[config.mk]
export PLATFORM = sky130hd
export DESIGN_NAME = switchgear_object_control_monitor
export DESIGN_NICKNAME = d
export VERILOG_FILES = /design/src/core/object_ctrl_pkg.sv /design/src/core/switchgear_object_control_monitor.sv /design/src/core/position_decoder.sv /design/src/core/request_counter.sv
export VERILOG_INCLUDE_DIRS = /design/src /design/src/core
export SDC_FILE = /design/constraint.sdc
export NUM_CORES = 1
export LEC_CHECK = 0
export ABC_CLOCK_PERIOD_IN_PS = 6230
export BUFFER_PORTS_ARGS = -buffer_cell sky130_fd_sc_hd__buf_2
export CORE_AREA = 2 2 268 270
export DETAILED_ROUTE_END_ITERATION = 12
export DIE_AREA = 0 0 270 272
export GPL_TIMING_DRIVEN = 0
export MAX_ROUTING_LAYER = met4
export SETUP_SLACK_MARGIN = 0.3
export SLEW_MARGIN = 25
export SYNTH_ARGS = -nofsm -noshare
export SYNTH_HDL_FRONTEND = slang
export SYNTH_SLANG_ARGS = --single-unit
[constraint.sdc]
create_clock -name sys_clk -period 6.23 [get_ports sys_clk]
set_input_delay 0.3115 -clock sys_clk [delete_from_list [all_inputs] [get_ports sys_clk]]
set_output_delay 0.3115 -clock sys_clk [all_outputs]
set_load 0.005 [all_outputs]
[src/core/object_ctrl_consts.svh]
// constants of the switchgear object control block
`ifndef OBJECT_CTRL_CONSTS_SVH
`define OBJECT_CTRL_CONSTS_SVH
`define NAME_CHARS        32
`define COUNT_WIDTH       32
`define CMD_PULSE_CYCLES  16
`define CNT_NUM           4
`define CNT_OPEN_OK       0
`define CNT_CLOSE_OK      1
`define CNT_OPEN_FAIL     2
`define CNT_CLOSE_FAIL    3
`define RST_LOCAL_SEL     1'b0
`define RST_ARMED         1'b0
`endif

[src/core/object_ctrl_pkg.sv]
// types of the switchgear object control block
package object_ctrl_pkg;
`include "object_ctrl_consts.svh"

   typedef enum logic [1:0] {
      OBJ_BREAKER, OBJ_WD_BREAKER, OBJ_DISC_MC, OBJ_DISC_GND
   } obj_kind_type;

   typedef enum logic [1:0] {
      POS_INTERMEDIATE, POS_OPEN, POS_CLOSED, POS_BAD
   } pos_type;

   typedef enum logic [2:0] {
      CART_POSITION_INTERMEDIATE, CART_WITHDRAWN, CART_INSERTED,
      CART_POSITION_INVALID, CART_UNUSED
   } cart_pos_type;

   typedef enum logic [1:0] {
      SRC_LOCAL, SRC_REMOTE, SRC_AUTO
   } source_type;

   typedef enum logic [1:0] {
      READY_UNUSED, READY_HIGH, READY_LOW
   } ready_mode_type;

   typedef enum logic [3:0] {
      ST_NORMAL, ST_OPEN_REQ, ST_CLOSE_REQ, ST_OPEN_SIGNAL,
      ST_CLOSE_SIGNAL, ST_WAIT_NOT_READY, ST_WAIT_NO_SYNC,
      ST_READY_FAILURE, ST_SYNC_FAILURE, ST_OPEN_TIMEOUT,
      ST_CLOSE_TIMEOUT, ST_USER_OPEN_REQUEST, ST_USER_CLOSE_REQUEST
   } status_type;

   typedef struct packed {
      obj_kind_type   objKind;
      logic           singleInput;
      logic           useSync;
      logic           syncFromPin;
      ready_mode_type readyMode;
      logic           selectBeforeExecute;
      logic           forceEnable;
      status_type     forceState;
   } cfg_type;

   typedef struct packed {
      logic       openReq;
      logic       closeReq;
      logic       selectReq;
      source_type source;
   } cmd_type;

   typedef struct packed {
      logic openStatus;
      logic closeStatus;
      logic cartIn;
      logic cartOut;
      logic readyIn;
      logic extSync;
   } pins_type;

   typedef struct packed {
      logic openAllowed;
      logic closeAllowed;
      logic objectReady;
      logic syncOk;
   } flags_type;
endpackage

[src/core/switchgear_object_control_monitor.sv]
// switchgear object control and position monitoring
`timescale 1ns/1ps
`include "object_ctrl_consts.svh"
module switchgear_object_control_monitor #(
   parameter int PULSE_LEN = `CMD_PULSE_CYCLES
) (
   input  wire logic                               sys_clk,
   input  wire logic                               rst,
   input  wire object_ctrl_pkg::cfg_type           cfg,
   input  wire object_ctrl_pkg::pins_type          pins,
   input  wire logic                               syncResult,
   input  wire object_ctrl_pkg::cmd_type           cmd,
   input  wire logic                               setLocal,
   input  wire logic                               setRemote,
   input  wire logic                               statClear,
   input  wire logic                               nameLoad,
   input  wire logic [`NAME_CHARS*8-1:0]           nameIn,
   output logic                                    openCmd,
   output logic                                    closeCmd,
   output object_ctrl_pkg::pos_type                breakerPos,
   output object_ctrl_pkg::cart_pos_type           cartPos,
   output object_ctrl_pkg::flags_type              flags,
   output object_ctrl_pkg::status_type             objStatus,
   output logic                                    localActive,
   output logic [`CNT_NUM-1:0][`COUNT_WIDTH-1:0]   requestCounts,
   output logic [`NAME_CHARS*8-1:0]                objectName
);
   import object_ctrl_pkg::*;

   typedef enum {S_IDLE, S_OPENING, S_CLOSING} ctrl_state_type;

   localparam int PW = $clog2(PULSE_LEN + 1);

   ctrl_state_type                 state_reg;
   ctrl_state_type                 state_next;
   logic [PW-1:0]                  pulseCnt_reg;
   logic [PW-1:0]                  pulseCnt_next;
   pins_type                       pinMeta_reg;
   pins_type                       pinSync_reg;
   logic                           openCmd_reg;
   logic                           closeCmd_reg;
   pos_type                        breakerPos_reg;
   cart_pos_type                   cartPos_reg;
   cart_pos_type                   cartPos_next;
   flags_type                      flags_reg;
   flags_type                      flags_next;
   status_type                     status_reg;
   status_type                     status_next;
   status_type                     objStatus_reg;
   status_type                     objStatus_next;
   logic                           local_reg;
   logic                           local_next;
   logic                           armed_reg;
   logic                           armed_next;
   logic [`NAME_CHARS*8-1:0]       objectName_reg;
   logic [`CNT_NUM-1:0]            cntInc;
   pos_type                        breakerDec;
   pos_type                        cartDec;

   // input contacts pass two flip-flops
   always_ff @(posedge sys_clk) begin
      if (rst) begin
         pinMeta_reg <= '0;
         pinSync_reg <= '0;
      end else begin
         pinMeta_reg <= pins;
         pinSync_reg <= pinMeta_reg;
      end
   end

   wire closeSense = cfg.singleInput ? !pinSync_reg.openStatus
                                     : pinSync_reg.closeStatus;

   position_decoder breakerDecode (
      .awayIn (pinSync_reg.openStatus),
      .homeIn (closeSense),
      .pos    (breakerDec)
   );

   position_decoder cartDecode (
      .awayIn (pinSync_reg.cartOut),
      .homeIn (pinSync_reg.cartIn),
      .pos    (cartDec)
   );

   wire cartMonitored = (cfg.objKind == OBJ_WD_BREAKER);
   wire isBreaker     = (cfg.objKind == OBJ_BREAKER) || cartMonitored;
   wire controllable  = (cfg.objKind != OBJ_DISC_GND);

   always_comb begin
      cartPos_next = CART_UNUSED;
      if (cartMonitored) begin
         case (cartDec)
            POS_INTERMEDIATE: cartPos_next = CART_POSITION_INTERMEDIATE;
            POS_OPEN:         cartPos_next = CART_WITHDRAWN;
            POS_CLOSED:       cartPos_next = CART_INSERTED;
            POS_BAD:          cartPos_next = CART_POSITION_INVALID;
            default:          cartPos_next = CART_UNUSED;
         endcase
      end
   end

   wire syncSel  = cfg.syncFromPin ? pinSync_reg.extSync : syncResult;
   wire syncOkW  = !isBreaker || !cfg.useSync || syncSel;
   wire readyLvl = (cfg.readyMode == READY_HIGH) ? pinSync_reg.readyIn :
                   (cfg.readyMode == READY_LOW) ? !pinSync_reg.readyIn :
                   1'b1;
   wire readyOkW = !isBreaker || readyLvl;

   wire srcLocal  = (cmd.source == SRC_LOCAL);
   wire srcRemote = (cmd.source == SRC_REMOTE);
   wire srcAuto   = (cmd.source == SRC_AUTO);
   wire anyReq    = cmd.openReq || cmd.closeReq;
   // execute needs prior select in that mode
   wire remoteOk  = srcRemote && !local_reg &&
                    (!cfg.selectBeforeExecute || armed_reg);
   wire authOk    = srcAuto || (srcLocal && local_reg) || remoteOk;

   wire idle      = (state_reg == S_IDLE);
   wire wantOpen  = cmd.openReq;
   wire wantClose = cmd.closeReq && !cmd.openReq;
   wire accepted  = authOk && controllable;
   wire openGo    = idle && accepted && wantOpen;
   wire closeTake = idle && accepted && wantClose;
   wire closeGo   = closeTake && syncOkW && readyOkW;
   wire closeRej  = closeTake && !closeGo;
   wire openBusy  = !idle && accepted && wantOpen;
   wire closeBusy = !idle && accepted && wantClose;

   // select arms, any remote execute disarms
   always_comb begin
      armed_next = armed_reg;
      if (local_next != local_reg) begin
         armed_next = 1'b0;
      end else if (srcRemote && anyReq) begin
         armed_next = 1'b0;
      end else if (srcRemote && cmd.selectReq && !local_reg) begin
         armed_next = cfg.selectBeforeExecute;
      end
   end

   assign local_next = setLocal ? 1'b1 : setRemote ? 1'b0 : local_reg;

   always_comb begin
      state_next    = state_reg;
      pulseCnt_next = pulseCnt_reg;
      case (state_reg)
         S_IDLE: begin
            pulseCnt_next = '0;
            if (openGo) begin
               state_next = S_OPENING;
            end else if (closeGo) begin
               state_next = S_CLOSING;
            end
         end
         S_OPENING, S_CLOSING: begin
            if (pulseCnt_reg == PW'(PULSE_LEN - 1)) begin
               state_next    = S_IDLE;
               pulseCnt_next = '0;
            end else begin
               pulseCnt_next = pulseCnt_reg + 1'b1;
            end
         end
         default: begin
            state_next    = S_IDLE;
            pulseCnt_next = '0;
         end
      endcase
   end

   always_comb begin
      status_next = status_reg;
      if (openGo) begin
         status_next = srcLocal ? ST_USER_OPEN_REQUEST : ST_OPEN_SIGNAL;
      end else if (closeGo) begin
         status_next = srcLocal ? ST_USER_CLOSE_REQUEST : ST_CLOSE_SIGNAL;
      end else if (closeRej) begin
         status_next = !readyOkW ? ST_READY_FAILURE : ST_SYNC_FAILURE;
      end else if (idle && (status_reg == ST_OPEN_SIGNAL ||
                            status_reg == ST_CLOSE_SIGNAL ||
                            status_reg == ST_USER_OPEN_REQUEST ||
                            status_reg == ST_USER_CLOSE_REQUEST)) begin
         status_next = ST_NORMAL;
      end
   end

   assign objStatus_next = (cfg.forceEnable && cfg.forceState != ST_NORMAL)
                           ? cfg.forceState : status_next;

   assign flags_next.openAllowed  = controllable && (state_next == S_IDLE);
   assign flags_next.closeAllowed = controllable &&
                                    (state_next == S_IDLE) &&
                                    syncOkW && readyOkW;
   assign flags_next.objectReady  = readyOkW;
   assign flags_next.syncOk       = syncOkW;

   assign cntInc[`CNT_OPEN_OK]    = openGo;
   assign cntInc[`CNT_CLOSE_OK]   = closeGo;
   assign cntInc[`CNT_OPEN_FAIL]  = openBusy;
   assign cntInc[`CNT_CLOSE_FAIL] = closeRej || closeBusy;

   genvar gi;
   generate
      for (gi = 0; gi < `CNT_NUM; gi++) begin : gCnt
         request_counter #(.WIDTH(`COUNT_WIDTH)) counter (
            .sys_clk (sys_clk),
            .rst     (rst),
            .inc     (cntInc[gi]),
            .clr     (statClear),
            .count   (requestCounts[gi])
         );
      end
   endgenerate

   always_ff @(posedge sys_clk) begin
      if (rst) begin
         state_reg      <= S_IDLE;
         pulseCnt_reg   <= '0;
         openCmd_reg    <= 1'b0;
         closeCmd_reg   <= 1'b0;
         breakerPos_reg <= POS_INTERMEDIATE;
         cartPos_reg    <= CART_UNUSED;
         flags_reg      <= '0;
         status_reg     <= ST_NORMAL;
         objStatus_reg  <= ST_NORMAL;
         local_reg      <= `RST_LOCAL_SEL;
         armed_reg      <= `RST_ARMED;
      end else begin
         state_reg      <= state_next;
         pulseCnt_reg   <= pulseCnt_next;
         openCmd_reg    <= (state_next == S_OPENING);
         closeCmd_reg   <= (state_next == S_CLOSING);
         breakerPos_reg <= breakerDec;
         cartPos_reg    <= cartPos_next;
         flags_reg      <= flags_next;
         status_reg     <= status_next;
         objStatus_reg  <= objStatus_next;
         local_reg      <= local_next;
         armed_reg      <= armed_next;
      end
   end

   always_ff @(posedge sys_clk) begin
      if (rst) begin
         objectName_reg <= '0;
      end else if (nameLoad) begin
         objectName_reg <= nameIn;
      end
   end

   // configuration sampled live, held static by setup
   assign openCmd     = openCmd_reg;
   assign closeCmd    = closeCmd_reg;
   assign breakerPos  = breakerPos_reg;
   assign cartPos     = cartPos_reg;
   assign flags       = flags_reg;
   assign objStatus   = objStatus_reg;
   assign localActive = local_reg;
   assign objectName  = objectName_reg;
endmodule

[src/core/position_decoder.sv]
// two-contact position decoder
`timescale 1ns/1ps
module position_decoder (
   input  wire logic                    awayIn,
   input  wire logic                    homeIn,
   output object_ctrl_pkg::pos_type     pos
);
   import object_ctrl_pkg::*;

   // neither active, both active, or one of them
   assign pos = (!awayIn && !homeIn) ? POS_INTERMEDIATE :
                ( awayIn &&  homeIn) ? POS_BAD :
                awayIn ? POS_OPEN : POS_CLOSED;
endmodule

[src/core/request_counter.sv]
// saturating request counter with clear
`timescale 1ns/1ps
`include "object_ctrl_consts.svh"
module request_counter #(
   parameter int WIDTH = `COUNT_WIDTH
) (
   input  wire logic             sys_clk,
   input  wire logic             rst,
   input  wire logic             inc,
   input  wire logic             clr,
   output logic [WIDTH-1:0]      count
);
   import object_ctrl_pkg::*;

   logic [WIDTH-1:0] count_reg;
   logic [WIDTH-1:0] count_next;
   wire              atTop = &count_reg;

   assign count_next = clr ? '0 :
                       (inc && !atTop) ? count_reg + 1'b1 : count_reg;
   assign count = count_reg;

   always_ff @(posedge sys_clk) begin
      if (rst) begin
         count_reg <= '0;
      end else begin
         count_reg <= count_next;
      end
   end
endmodule

== Word-level counts from Yosys, hierarchy flattened ==
Index checks and enable logic that the tools add are counted.
Widths: inputs -> output; s select.

* Register bits after elaboration: 454
* Input port bits: 287
* Output and inout port bits: 400
* Logic and storage cells: 156

* Add/subtract/negate cells: 5
* Equality and inequality tests: 19
* Multiplexer cells: 24
* Bitwise gates (word level): 2
* Reductions and logical operators: 75

{| class="wikitable"
|+ Operator list
! cell !! count
|-
| $add 32x1->32 const B || 4
|-
| $reduce_and 32->1 || 4
|-
| $logic_not 32->1 || 3
|-
| $mux 32 || 3
|-
| $eq 32x2->1 const B || 2
|-
| $pmux 32 s2 || 1
|-
| $eq 32x1->1 const B || 1
|-
| $eq 32x3->1 const B || 1
|-
| $mux 4 || 8
|-
| $logic_and 1x1->1 || 30
|-
| $logic_not 1->1 || 16
|-
| $logic_or 1x1->1 || 12
|-
| $pmux 3 s4 || 1
|-
| $mux 2 || 5
|-
| $eq 2x1->1 const B || 4
|-
| $eq 2x2->1 const B || 4
|-
| $eq 4x4->1 const B || 2
|-
| $reduce_or 2->1 || 4
|-
| $logic_not 2->1 || 3
|-
| $mux 1 || 6
|-
| $reduce_or 3->1 || 2
|-
| $add 5x1->5 const B || 1
|-
| $eq 5x4->1 const B || 1
|-
| $eq 4x2->1 const B || 1
|-
| other kinds (5) || 6
|}

== Longest topological paths before layout ==
Gate-level depths: netlist (run 1).

* Word-level depth: 16
* Mapped depth: 10
* Mapped depth without buffers: 7

== Modules after synthesis ==
A second synthesis (run 1) with hierarchy kept.

* Cells, all modules: 1,842
* Area total of the unflattened synthesis: 17,865.9 µm²

{| class="wikitable"
|+ By module, submodules not included
! module !! times used !! cells an instance !! area each (µm²) !! seq. area each (µm²)
|-
| switchgear_object_control_monitor || 1 || 1,030 || 11,129.4 || 6,526.3
|-
| request_counter || 4 || 202 || 1,680.4 || 640.6
|-
| position_decoder || 2 || 2 || 7.5 || 0.0
|}

== Worst setup path after synthesis (run 1) ==
No wires, ideal clock.

* Path type: reg-to-reg
* Start point: register gCnt[1].counter.count_reg[0]
* End point: register gCnt[1].counter.count_reg[1]
* Setup time: 128 ps
* Data arrival time: 2,098 ps
* Required time: 6,102 ps
* Slack: 4,005 ps
* Stages on the path, launching flop included: 10
* Path buffers: 3
* Clock period less this slack: 2,225 ps
* Cell sequence: dfxtp_1 -> ha_1 -> nand3_1 -> nor4_4 -> a311o_1 -> buf_6 -> buf_6 -> buf_2 -> mux2i_1 -> nor2_1

* Word-level cells in the longest chain between the ends: 3
* Elaborated cells on any way between the ends: 4
* Those cells by class: add/sub (1); reduce/logical (3)

{| class="wikitable"
|+ Ends and longest elaborated chain
! element !! RTL line !! source
|-
| from (decl) || request_counter.sv:15 || <nowiki>logic [WIDTH-1:0] count_reg;</nowiki>
|-
| from (signal assigned) || request_counter.sv:27 || <nowiki>count_reg <= count_next;</nowiki>
|-
| parallel branches: the longest is 3 deep, another holds $add 32x1->32 || -- ||
|}

Several ways; the timed one is not identified.
A chain may end at the register's enable or synchronous reset.

== Worst setup path after layout (run 1) ==
Ends and elaborated chain as after synthesis.

==> summary.txt, run 1 <==
Finish
  – Area Overhead vs Synth: 52.05%
  – Largest register FFs: between 200 and 300
  – Final nets: ~3100
  – Share of cells above drive strength 1: roughly 29%
  – Fill cell count: ~7000
  – Commonest non-fill, non-tap cell in the layout: buf_2
  – Final core occ: a little under two fifths
  – Commonest non-fill, non-tap cells in the layout: buf_2, dfxtp_1, nor2_1, mux2i_1, dlygate4sd3_1
  – Fin area: ~27000 um2

Clock tree
  – Clk root buf: clkbuf_16
  – Reg clk slew, reported paths: roughly 60 ps
  – Clk buf depth: 3
  – CTS tree: built
  – Clk_lat worst skew: 600 ps
  – Total number of H-tree levels: 2
  – CTS Sinks: between 400 and 500
  – Resized Gates After CTS: 0
  – Num CTS Buffers: about 50

Yosys
  – Post-synthesis sequential area ratio: roughly half
  – Mapped Avg Cell Area: approximately 9.7 um2
  – FFs w/ async S/R, synth: 0%
  – Share of the synthesized area in the top cell type: between 50% and 60%
  – Yosys warnings: 0
  – Synth area leaders: dfxtp_1, mux2i_1, nor2_1, a21oi_1, or3_1
  – Synth Area in XOR/XNOR: 1.048%
  – Synth area leader: dfxtp_1
  – Unique masters post-synth: 64
  – Post-Synth Simple-Gate Area: between 20% and 30%
  – Synth Flop Type: dfxtp_1
  – Post-synth EDFFs: 0
  – Cells after synthesis: around 1800
  – Synthesized cell area: approximately 18000 um2
  – Synth Area in Compound Gates: under 10%
  – Main combinational cell family by area after synthesis: simple AND/OR/NAND/NOR gates
  – FF+latch count, synth: roughly 450
  – Synth Area in Adders: less than 1%
  – Mux contribution to synthesized area: between 10% and 20%

Global route
  – Largest net degree at the start of global routing: 15
  – Vias in the first global route: approximately 17000
  – Initial antenna violation count: 11
  – First-pass GRT wire length: between 100000 and 150000 um
  – Remaining Overflow, GRT: 0
  – GRT Total Usage: between 10% and 20%

Place
  – Area after DPL: between 20000 and 25000 um2
  – HPWL Detailed: approximately 52000 um
  – Routability cong.: 0.8986
  – PortBufs: between 600 and 700

Die
  – Ports: roughly 690
  – Die width: around 270 um
  – Die Area: ~73000 um2
  – Initial Util: ~25%
  – Core Region: ~71000 um2
  – Die Y: between 200 and 300 um
  – # rows: 98

Timing
  – Setup TNS: 0 ps
  – Final Hold Viols: 0
  – Slew HR: a little under a third
  – Worst-margin pin slew: approximately 1000 ps
  – Max Clk Rate: roughly 0.35 GHz
  – Max-slew violation count: 0
  – Final setup viols: 0
  – Final Cycle Share: between 40 and 50%
  – Period minus WS final: around 2800 ps
  – Clock Skew: 19.72 ps
  – RSZ-0062 raised after global routing: false

Run status
  – Run status: finished clean

Power and ir drop
  – VDD IR max: around 0.19 mV
  – Power per cell area: between 200 and 300 nW/um2
  – Final Power: between 6 and 7 mW
  – Lkg Pwr: roughly 12 nW

Worst setup path
  – Setup CP Type: reg -> reg
  – Crit path launch: gCnt[1].counter.count[0]
  – R2R Path End: gCnt[1].counter.count[1]
  – CP Capture Type: register
  – Worst setup endpoint: gCnt[1].counter.count[1]
  – RR Startpoint: gCnt[1].counter.count[0]
  – CP max FO: 10
  – CP Data Required Time: between 6000 and 7000 ps
  – Cell count of the worst reg-to-reg path: 9
  – Setup crit start kind: register
  – Crit path DAT: ~3300 ps
  – Setup slack, reg-to-reg: 3400 ps

Route
  – 1st-iter DRT viols: approximately 1100
  – Final WL: 70700 um
  – Vias per std cell: 4.611
  – Post-DRT Antenna Nets: 0
  – # DRC: 0
  – Total number of vias: 17679
  – Pre-Repair DR Iteration Count: 5
  – Wire per inst: 18.44 um

Worst hold path
  – Hold crit path type: in -> reg

Job
  – Max-cap violation count: 0
## synth_stat cells, drive strengths merged (5+ instances only)
| cell type | count |
|---|---|
| mux2i | 269 |
| ha | 6 |
| nor2 | 321 |
| o21ai | 48 |
| o211ai | 15 |
| inv | 26 |
| nand2 | 83 |
| nand4 | 43 |
| nor3 | 7 |
| and3 | 14 |
| o31ai | 34 |
| dfxtp | 454 |
| xor2 | 7 |
| clkbuf | 55 |
| nand3 | 42 |
| or3 | 59 |
| xnor2 | 14 |
| and4 | 17 |
| nor2b | 13 |
| or4 | 47 |
| nor4 | 25 |
| a21oi | 93 |
| and2 | 9 |
| nor4b | 5 |
| buf | 47 |
## kinds of logic after synthesis
kind of cell,after synthesis
compound gates,220
xor+xnor,21
fa+ha+maj,6
buf+inv,128
flops,454
mux,269
other cells,1
simple gates,704
## worst max-delay path: stages (launching register included)
cell     delay, ps
dfxtp_1        420
ha_1           210
nand3_1        280
nor4_4         650
a311o_1        310
buf_6          150
buf_6          140
buf_2          250
mux2i_1        220
nor2_1          50
## cell type report
type	count	area (um2)	area share, %
multi-input cells	1250	8031	30.11
clock inverters	17	207.7	0.7786
repair buffers	948	6061	22.72
diodes	12	30.03	0.1126
well taps	950	1189	4.456
inverters	26	97.59	0.3659
clock buffers	75	1526	5.723
plain buffers	102	442.9	1.660
flip-flops and latches	454	9089	34.07
## how the worst min path moves through the flow
| stage | startpoint | to | slack [ps] | cells past startpoint |
|---|---|---|---|---|
| finish | nameIn[40] | objectName[40] | 50 | 3 |
| global route | nameIn[179] | objectName[179] | 10 | 3 |
| CTS | nameIn[179] | objectName[179] | 4 | 3 |
| detailed placement | pinMeta_reg[4] | pinSync_reg[4] | 420 | 1 |
| global placement | pinMeta_reg[4] | pinSync_reg[4] | 420 | 1 |
| floorplan | pinSync_reg[2] | cartPos[0] | 410 | 1 |
## per-stage QoR
stage,setup WS [ps],hold WS (ps),instances
finish,3402,49.66,3834
detailed placement,3036,423.9,3467
floorplan,4005,405.7,1832
global route,3246,10.45,3832
CTS,3404,3.885,3822
global placement,2962,424.6,3467
## power breakdown
| group | internal [mW] | switching [mW] | leakage (nW) |
|---|---|---|---|
| Combinational | 0.361 | 0.348 | 7.49 |
| Sequential | 3.02 | 0.0652 | 3.73 |
| Clock | 1.83 | 1.29 | 0.860 |
## layer usage
metal  GRT usage (%)  routed length [um]  vias up
li1                -                   -     8454
met1           22.51               29730     8345
met2           29.67               32930      708
met3           4.717                5054      172
met4           7.573                2987        0
met5               -                   0        -
## what timing repair did
action,4_1_cts,5_1_grt
buffers inserted,0,0
setup endpoints to repair,0,0
endpoints found under the hold margin,260,0
hold buffers,263,0
(Power assumes the default switching activity.)
==> run 2: changes to the inputs <==
--- a/config.mk
+++ b/config.mk
@@ -6,7 +6,8 @@
 export SDC_FILE = /design/constraint.sdc
 export NUM_CORES = 1
 export LEC_CHECK = 0
-export ABC_CLOCK_PERIOD_IN_PS = 6230
+export ABC_AREA = 1
+export ABC_CLOCK_PERIOD_IN_PS = 2300
 export BUFFER_PORTS_ARGS = -buffer_cell sky130_fd_sc_hd__buf_2
 export CORE_AREA = 2 2 268 270
 export DETAILED_ROUTE_END_ITERATION = 12
==> constraint.sdc (replaced) <==
create_clock -name sys_clk -period 2.3 [get_ports sys_clk]
set_input_delay 0.115 -clock sys_clk [delete_from_list [all_inputs] [get_ports sys_clk]]
set_output_delay 0.115 -clock sys_clk [all_outputs]
set_load 0.005 [all_outputs]
==> summary.txt, run 2 <==
Clock tree
  – CTS Sinks: 454 (unchanged)
  – Reg clk slew, reported paths: 60 ps (about the same)
  – CTS tree: built (unchanged)
  – Clk_lat worst skew: 590 ps (was 600 ps)
  – Clk buf depth: 3 (unchanged)
  – Num CTS Buffers: 52 (was 51)
  – Clk root buf: clkbuf_16 (unchanged)
  – Total number of H-tree levels: 2 (unchanged)

Timing
  – Final setup viols: 0 (unchanged)
  – Period minus WS final: 2035 ps
  – RSZ-0062 raised after global routing: true (was false)
  – Final Hold Viols: 0 (unchanged)
  – Worst-margin pin slew: 1059 ps (was 1047 ps)
  – Max Clk Rate: 0.4913 GHz
  – Clock Skew: 11.42 ps (was 19.72 ps)
  – Max-slew violation count: 0 (unchanged)
  – Worst Slack Setup Final: 264.7 ps (was 3402 ps)
  – Final Cycle Share: approximately nine tenths
  – Slew HR: 29.41% (was 30.17%)

Route
  – Vias per std cell: 4.693 (was 4.611)
  – Total number of vias: 21924 (was 17679)
  – Pre-Repair DR Iteration Count: 7 (was 5)
  – Post-DRT Antenna Nets: 0 (unchanged)
  – Final WL: 92460 um (was 70700 um)
  – Wire per inst: 19.79 um (was 18.44 um)
  – # DRC: 0 (unchanged)
  – 1st-iter DRT viols: 1477 (was 1128)

Worst setup path
  – R2R Path End: gCnt[1].counter.count[21] (was gCnt[1].counter.count[1])
  – CP Data Required Time: 2810 ps (was 6700 ps)
  – Setup CP Type: in -> reg (was reg -> reg)
  – Cells along the critical path: dlygate4sd3_1, buf_2, nand2_1, dlygate4sd3_1, nand4_1, nand2_2, nand4_1, nand2_4, nand2_8, clkinv_8, clkbuf_16, nand2_4, a21oi_2 (was ha_1, nand3_1, nor4_4, a311o_1, buf_6, buf_6, buf_2, mux2i_1, nor2_1)
  – RR Startpoint: state_reg[1] (was gCnt[1].counter.count[0])
  – Critical path's top delay family: buffers and inverters (was simple AND/OR/NAND/NOR gates)
  – Slowest stage cell on the critical path: dlygate4sd3_1 (was nor4_4)
  – WP buf/inv: 5 (was 3)
  – Max stage delay on crit path: 550 ps (was 650 ps)
  – CP Capture Type: register (unchanged)
  – Cell count of the worst reg-to-reg path: 11 (was 9)
  – Crit path DAT: 2550 ps (was 3290 ps)
  – Setup slack, reg-to-reg: 290 ps (was 3400 ps)
  – Setup crit start kind: input pin (was register)
  – CP max FO: 7 (was 10)

Yosys
  – Share of the synthesized area in the top cell type: 48.75% (was 51.81%)
  – Mapped Avg Cell Area: 7.275 um2 (was 9.730 um2)
  – Most common cell in the netlist: nor2_1 (was dfxtp_1)
  – Commonest cells in the netlist: nor2_1, dfxtp_1, nand2_1 (was dfxtp_1, nor2_1, mux2i_1)
  – Synth area leader: dfxtp_1 (unchanged)
  – Yosys warnings: 0 (unchanged)
  – Cells after synthesis: 2563 (was 1803)
  – FF+latch count, synth: 454 (unchanged)
  – FFs w/ async S/R, synth: 0% (unchanged)
  – Post-synthesis sequential area ratio: 48.75% (was 51.81%)
  – Post-synth EDFFs: 0 (unchanged)
  – Synth Flop Type: dfxtp_1 (unchanged)
  – Synthesized cell area: 18650 um2 (was 17540 um2)
  – Unique masters post-synth: 43 (was 64)
  – Synth area leaders: dfxtp_1, nor2_1, nand2_1, o21ai_0, a21oi_1 (was dfxtp_1, mux2i_1, nor2_1, a21oi_1, or3_1)

Finish
  – Final nets: 3961 (was 3126)
  – Commonest non-fill, non-tap cell in the layout: buf_2 (unchanged)
  – Area Overhead vs Synth: 58.86% (was 52.05%)
  – Fill cell count: 7238 (was 7039)
  – Commonest non-fill, non-tap cells in the layout: buf_2, nor2_1, dfxtp_1, nand2_1, dlygate4sd3_1 (was buf_2, dfxtp_1, nor2_1, mux2i_1, dlygate4sd3_1)
  – Share of cells above drive strength 1: 28.46% (was 28.52%)
  – Final core occ: 41.87% (was 37.70%)
  – Largest register FFs: 256 (unchanged)

Global route
  – Vias in the first global route: 20803 (was 17358)
  – First-pass GRT wire length: 132000 um (was 103800 um)
  – Largest net degree at the start of global routing: 14 (was 15)
  – GRT Total Usage: 24.37% (was 18.65%)
  – Remaining Overflow, GRT: 0 (unchanged)
  – Initial antenna violation count: 10 (was 11)

Die
  – Die Y: 272 um (unchanged)
  – Die Area: 73440 um2 (unchanged)
  – Core Region: 70750 um2 (unchanged)
  – Ports: 687 (unchanged)
  – # rows: 98 (unchanged)
  – Die width: 270 um (unchanged)
  – Initial Util: 26.35% (was 24.80%)

Worst hold path
  – Min-delay src: nameLoad (was nameIn[40])
  – Hold crit path type: in -> reg (unchanged)
  – WHS Endpoint: objectName[155] (was objectName[40])
  – Cells on Worst Hold Path: 3 (unchanged)

Power and ir drop
  – Lkg Pwr: 13.22 nW (was 12.07 nW)
  – Seq pwr share: 43.2% (was 44.6%)
  – Internal: 14.44 mW (was 5.213 mW)
  – Power per cell area: 657.7 nW/um2 (was 259.2 nW/um2)
  – VDD IR max: 0.5258 mV (was 0.1870 mV)
  – Clock power share: 45.4% (was 45.1%)
  – Sw Share: 25.88% (was 24.60%)
  – Switching pwr: 5.042 mW (was 1.701 mW)
  – Combinational power share: 11.4% (was 10.3%)

Place
  – Place WS: -499.5 ps (was 3036 ps)
  – HPWL Detailed: 70330 um (was 52110 um)
  – PortBufs: 684 (was 685)
  – Routability cong.: 0.9637 (was 0.8986)

Job
  – Max-cap violation count: 0 (unchanged)

Run status
  – Run status: finished clean (unchanged)
-- run 2: worst reg2reg max path, cell delays in order (launching register included) --
cell,delay (ps)
dfxtp_4,360
nor2_4,120
nand2_2,50
nor2_1,90
nand2_1,90
nor2_4,180
nand3_4,130
nor3_4,340
nand2_4,170
buf_8,190
nand2_1,90
a21oi_2,60
-- run 2: power by group through the flow --
| stage | clock network (mW) | registers, mW | logic, mW |
|---|---|---|---|
| finish | 8.84 | 8.41 | 2.23 |
| global route | 9.32 | 8.44 | 2.39 |
| CTS | 9.01 | 8.40 | 2.15 |
| detailed placement | 0 | 8.58 | 1.72 |
| global placement | 0 | 8.57 | 1.71 |
| floorplan | 0 | 8.58 | 0.604 |
-- run 2: repair_timing --
| action | CTS | global route |
|---|---|---|
| gates resized for setup | 38 | 254 |
| hold buffers | 298 | 0 |
| gates cloned | 0 | 10 |
| buffers inserted | 11 | 19 |
| pin swaps | 5 | 74 |
| endpoints found under the setup margin | 125 | 132 |
| endpoints found under the hold margin | 282 | 0 |
-- run 2: cell type report --
type,instances,area [um2],area share (%)
Timing Repair Buffer,1022,6880,23.23
Multi-Input combinational cell,1893,9474,31.98
Tap cell,950,1189,4.013
Buffer,127,664.4,2.243
Inverter,118,460.4,1.554
Clock inverter,26,340.3,1.149
Sequential cell,454,9130,30.82
Clock buffer,71,1455,4.913
Antenna cell,11,27.53,0.09293
-- run 2: metrics by stage --
step                      hold slack (ps)  instance area, um2  setup TNS, ps  total power [mW]  std cells
after CTS                           41.15               28350              0             19.57       4632
final                               61.61               29620              0             19.48       4672
after detailed placement            315.4               23370          -4407             10.29       4226
after global placement              310.0               23370          -3797             10.28       4226
after global routing                93.61               29620              0             20.15       4670
after floorplan                     205.1               18750              0             9.181       2592
-- run 2: per-layer routing --
metal	GRT usage [%]	share of wire (%)	up-vias
li1	-	-	10462
met3	5.193	7.6	224
met5	-	0	-
met4	14.23	6.8	0
met2	39.81	47	967
met1	27.58	39	10271
-- run 2: logic make-up after synthesis --
family	synth area share, %
AO/OA/AOI/OAI	11.42
AND/OR/NAND/NOR	29.37
other	0.02011
buffers and inverters	5.442
flip-flops	48.75
adder cells (fa/ha/maj)	0.4026
XOR/XNOR	4.603
-- run 2: worst max path at each step --
| stage | startpoint | endpoint | slack [ps] | depth (start not counted) |
|---|---|---|---|---|
| after floorplan | gCnt[0].counter.count[1] | gCnt[0].counter.count[0] | 500 | 10 |
| after global placement | rst | objStatus[2] | -490 | 6 |
| after detailed placement | rst | objStatus[2] | -500 | 6 |
| after CTS | state_reg[0] | gCnt[3].counter.count[31] | 300 | 13 |
| after global routing | state_reg[28] | gCnt[1].counter.count[21] | 190 | 11 |
| final | syncResult | gCnt[3].counter.count[13] | 260 | 13 |
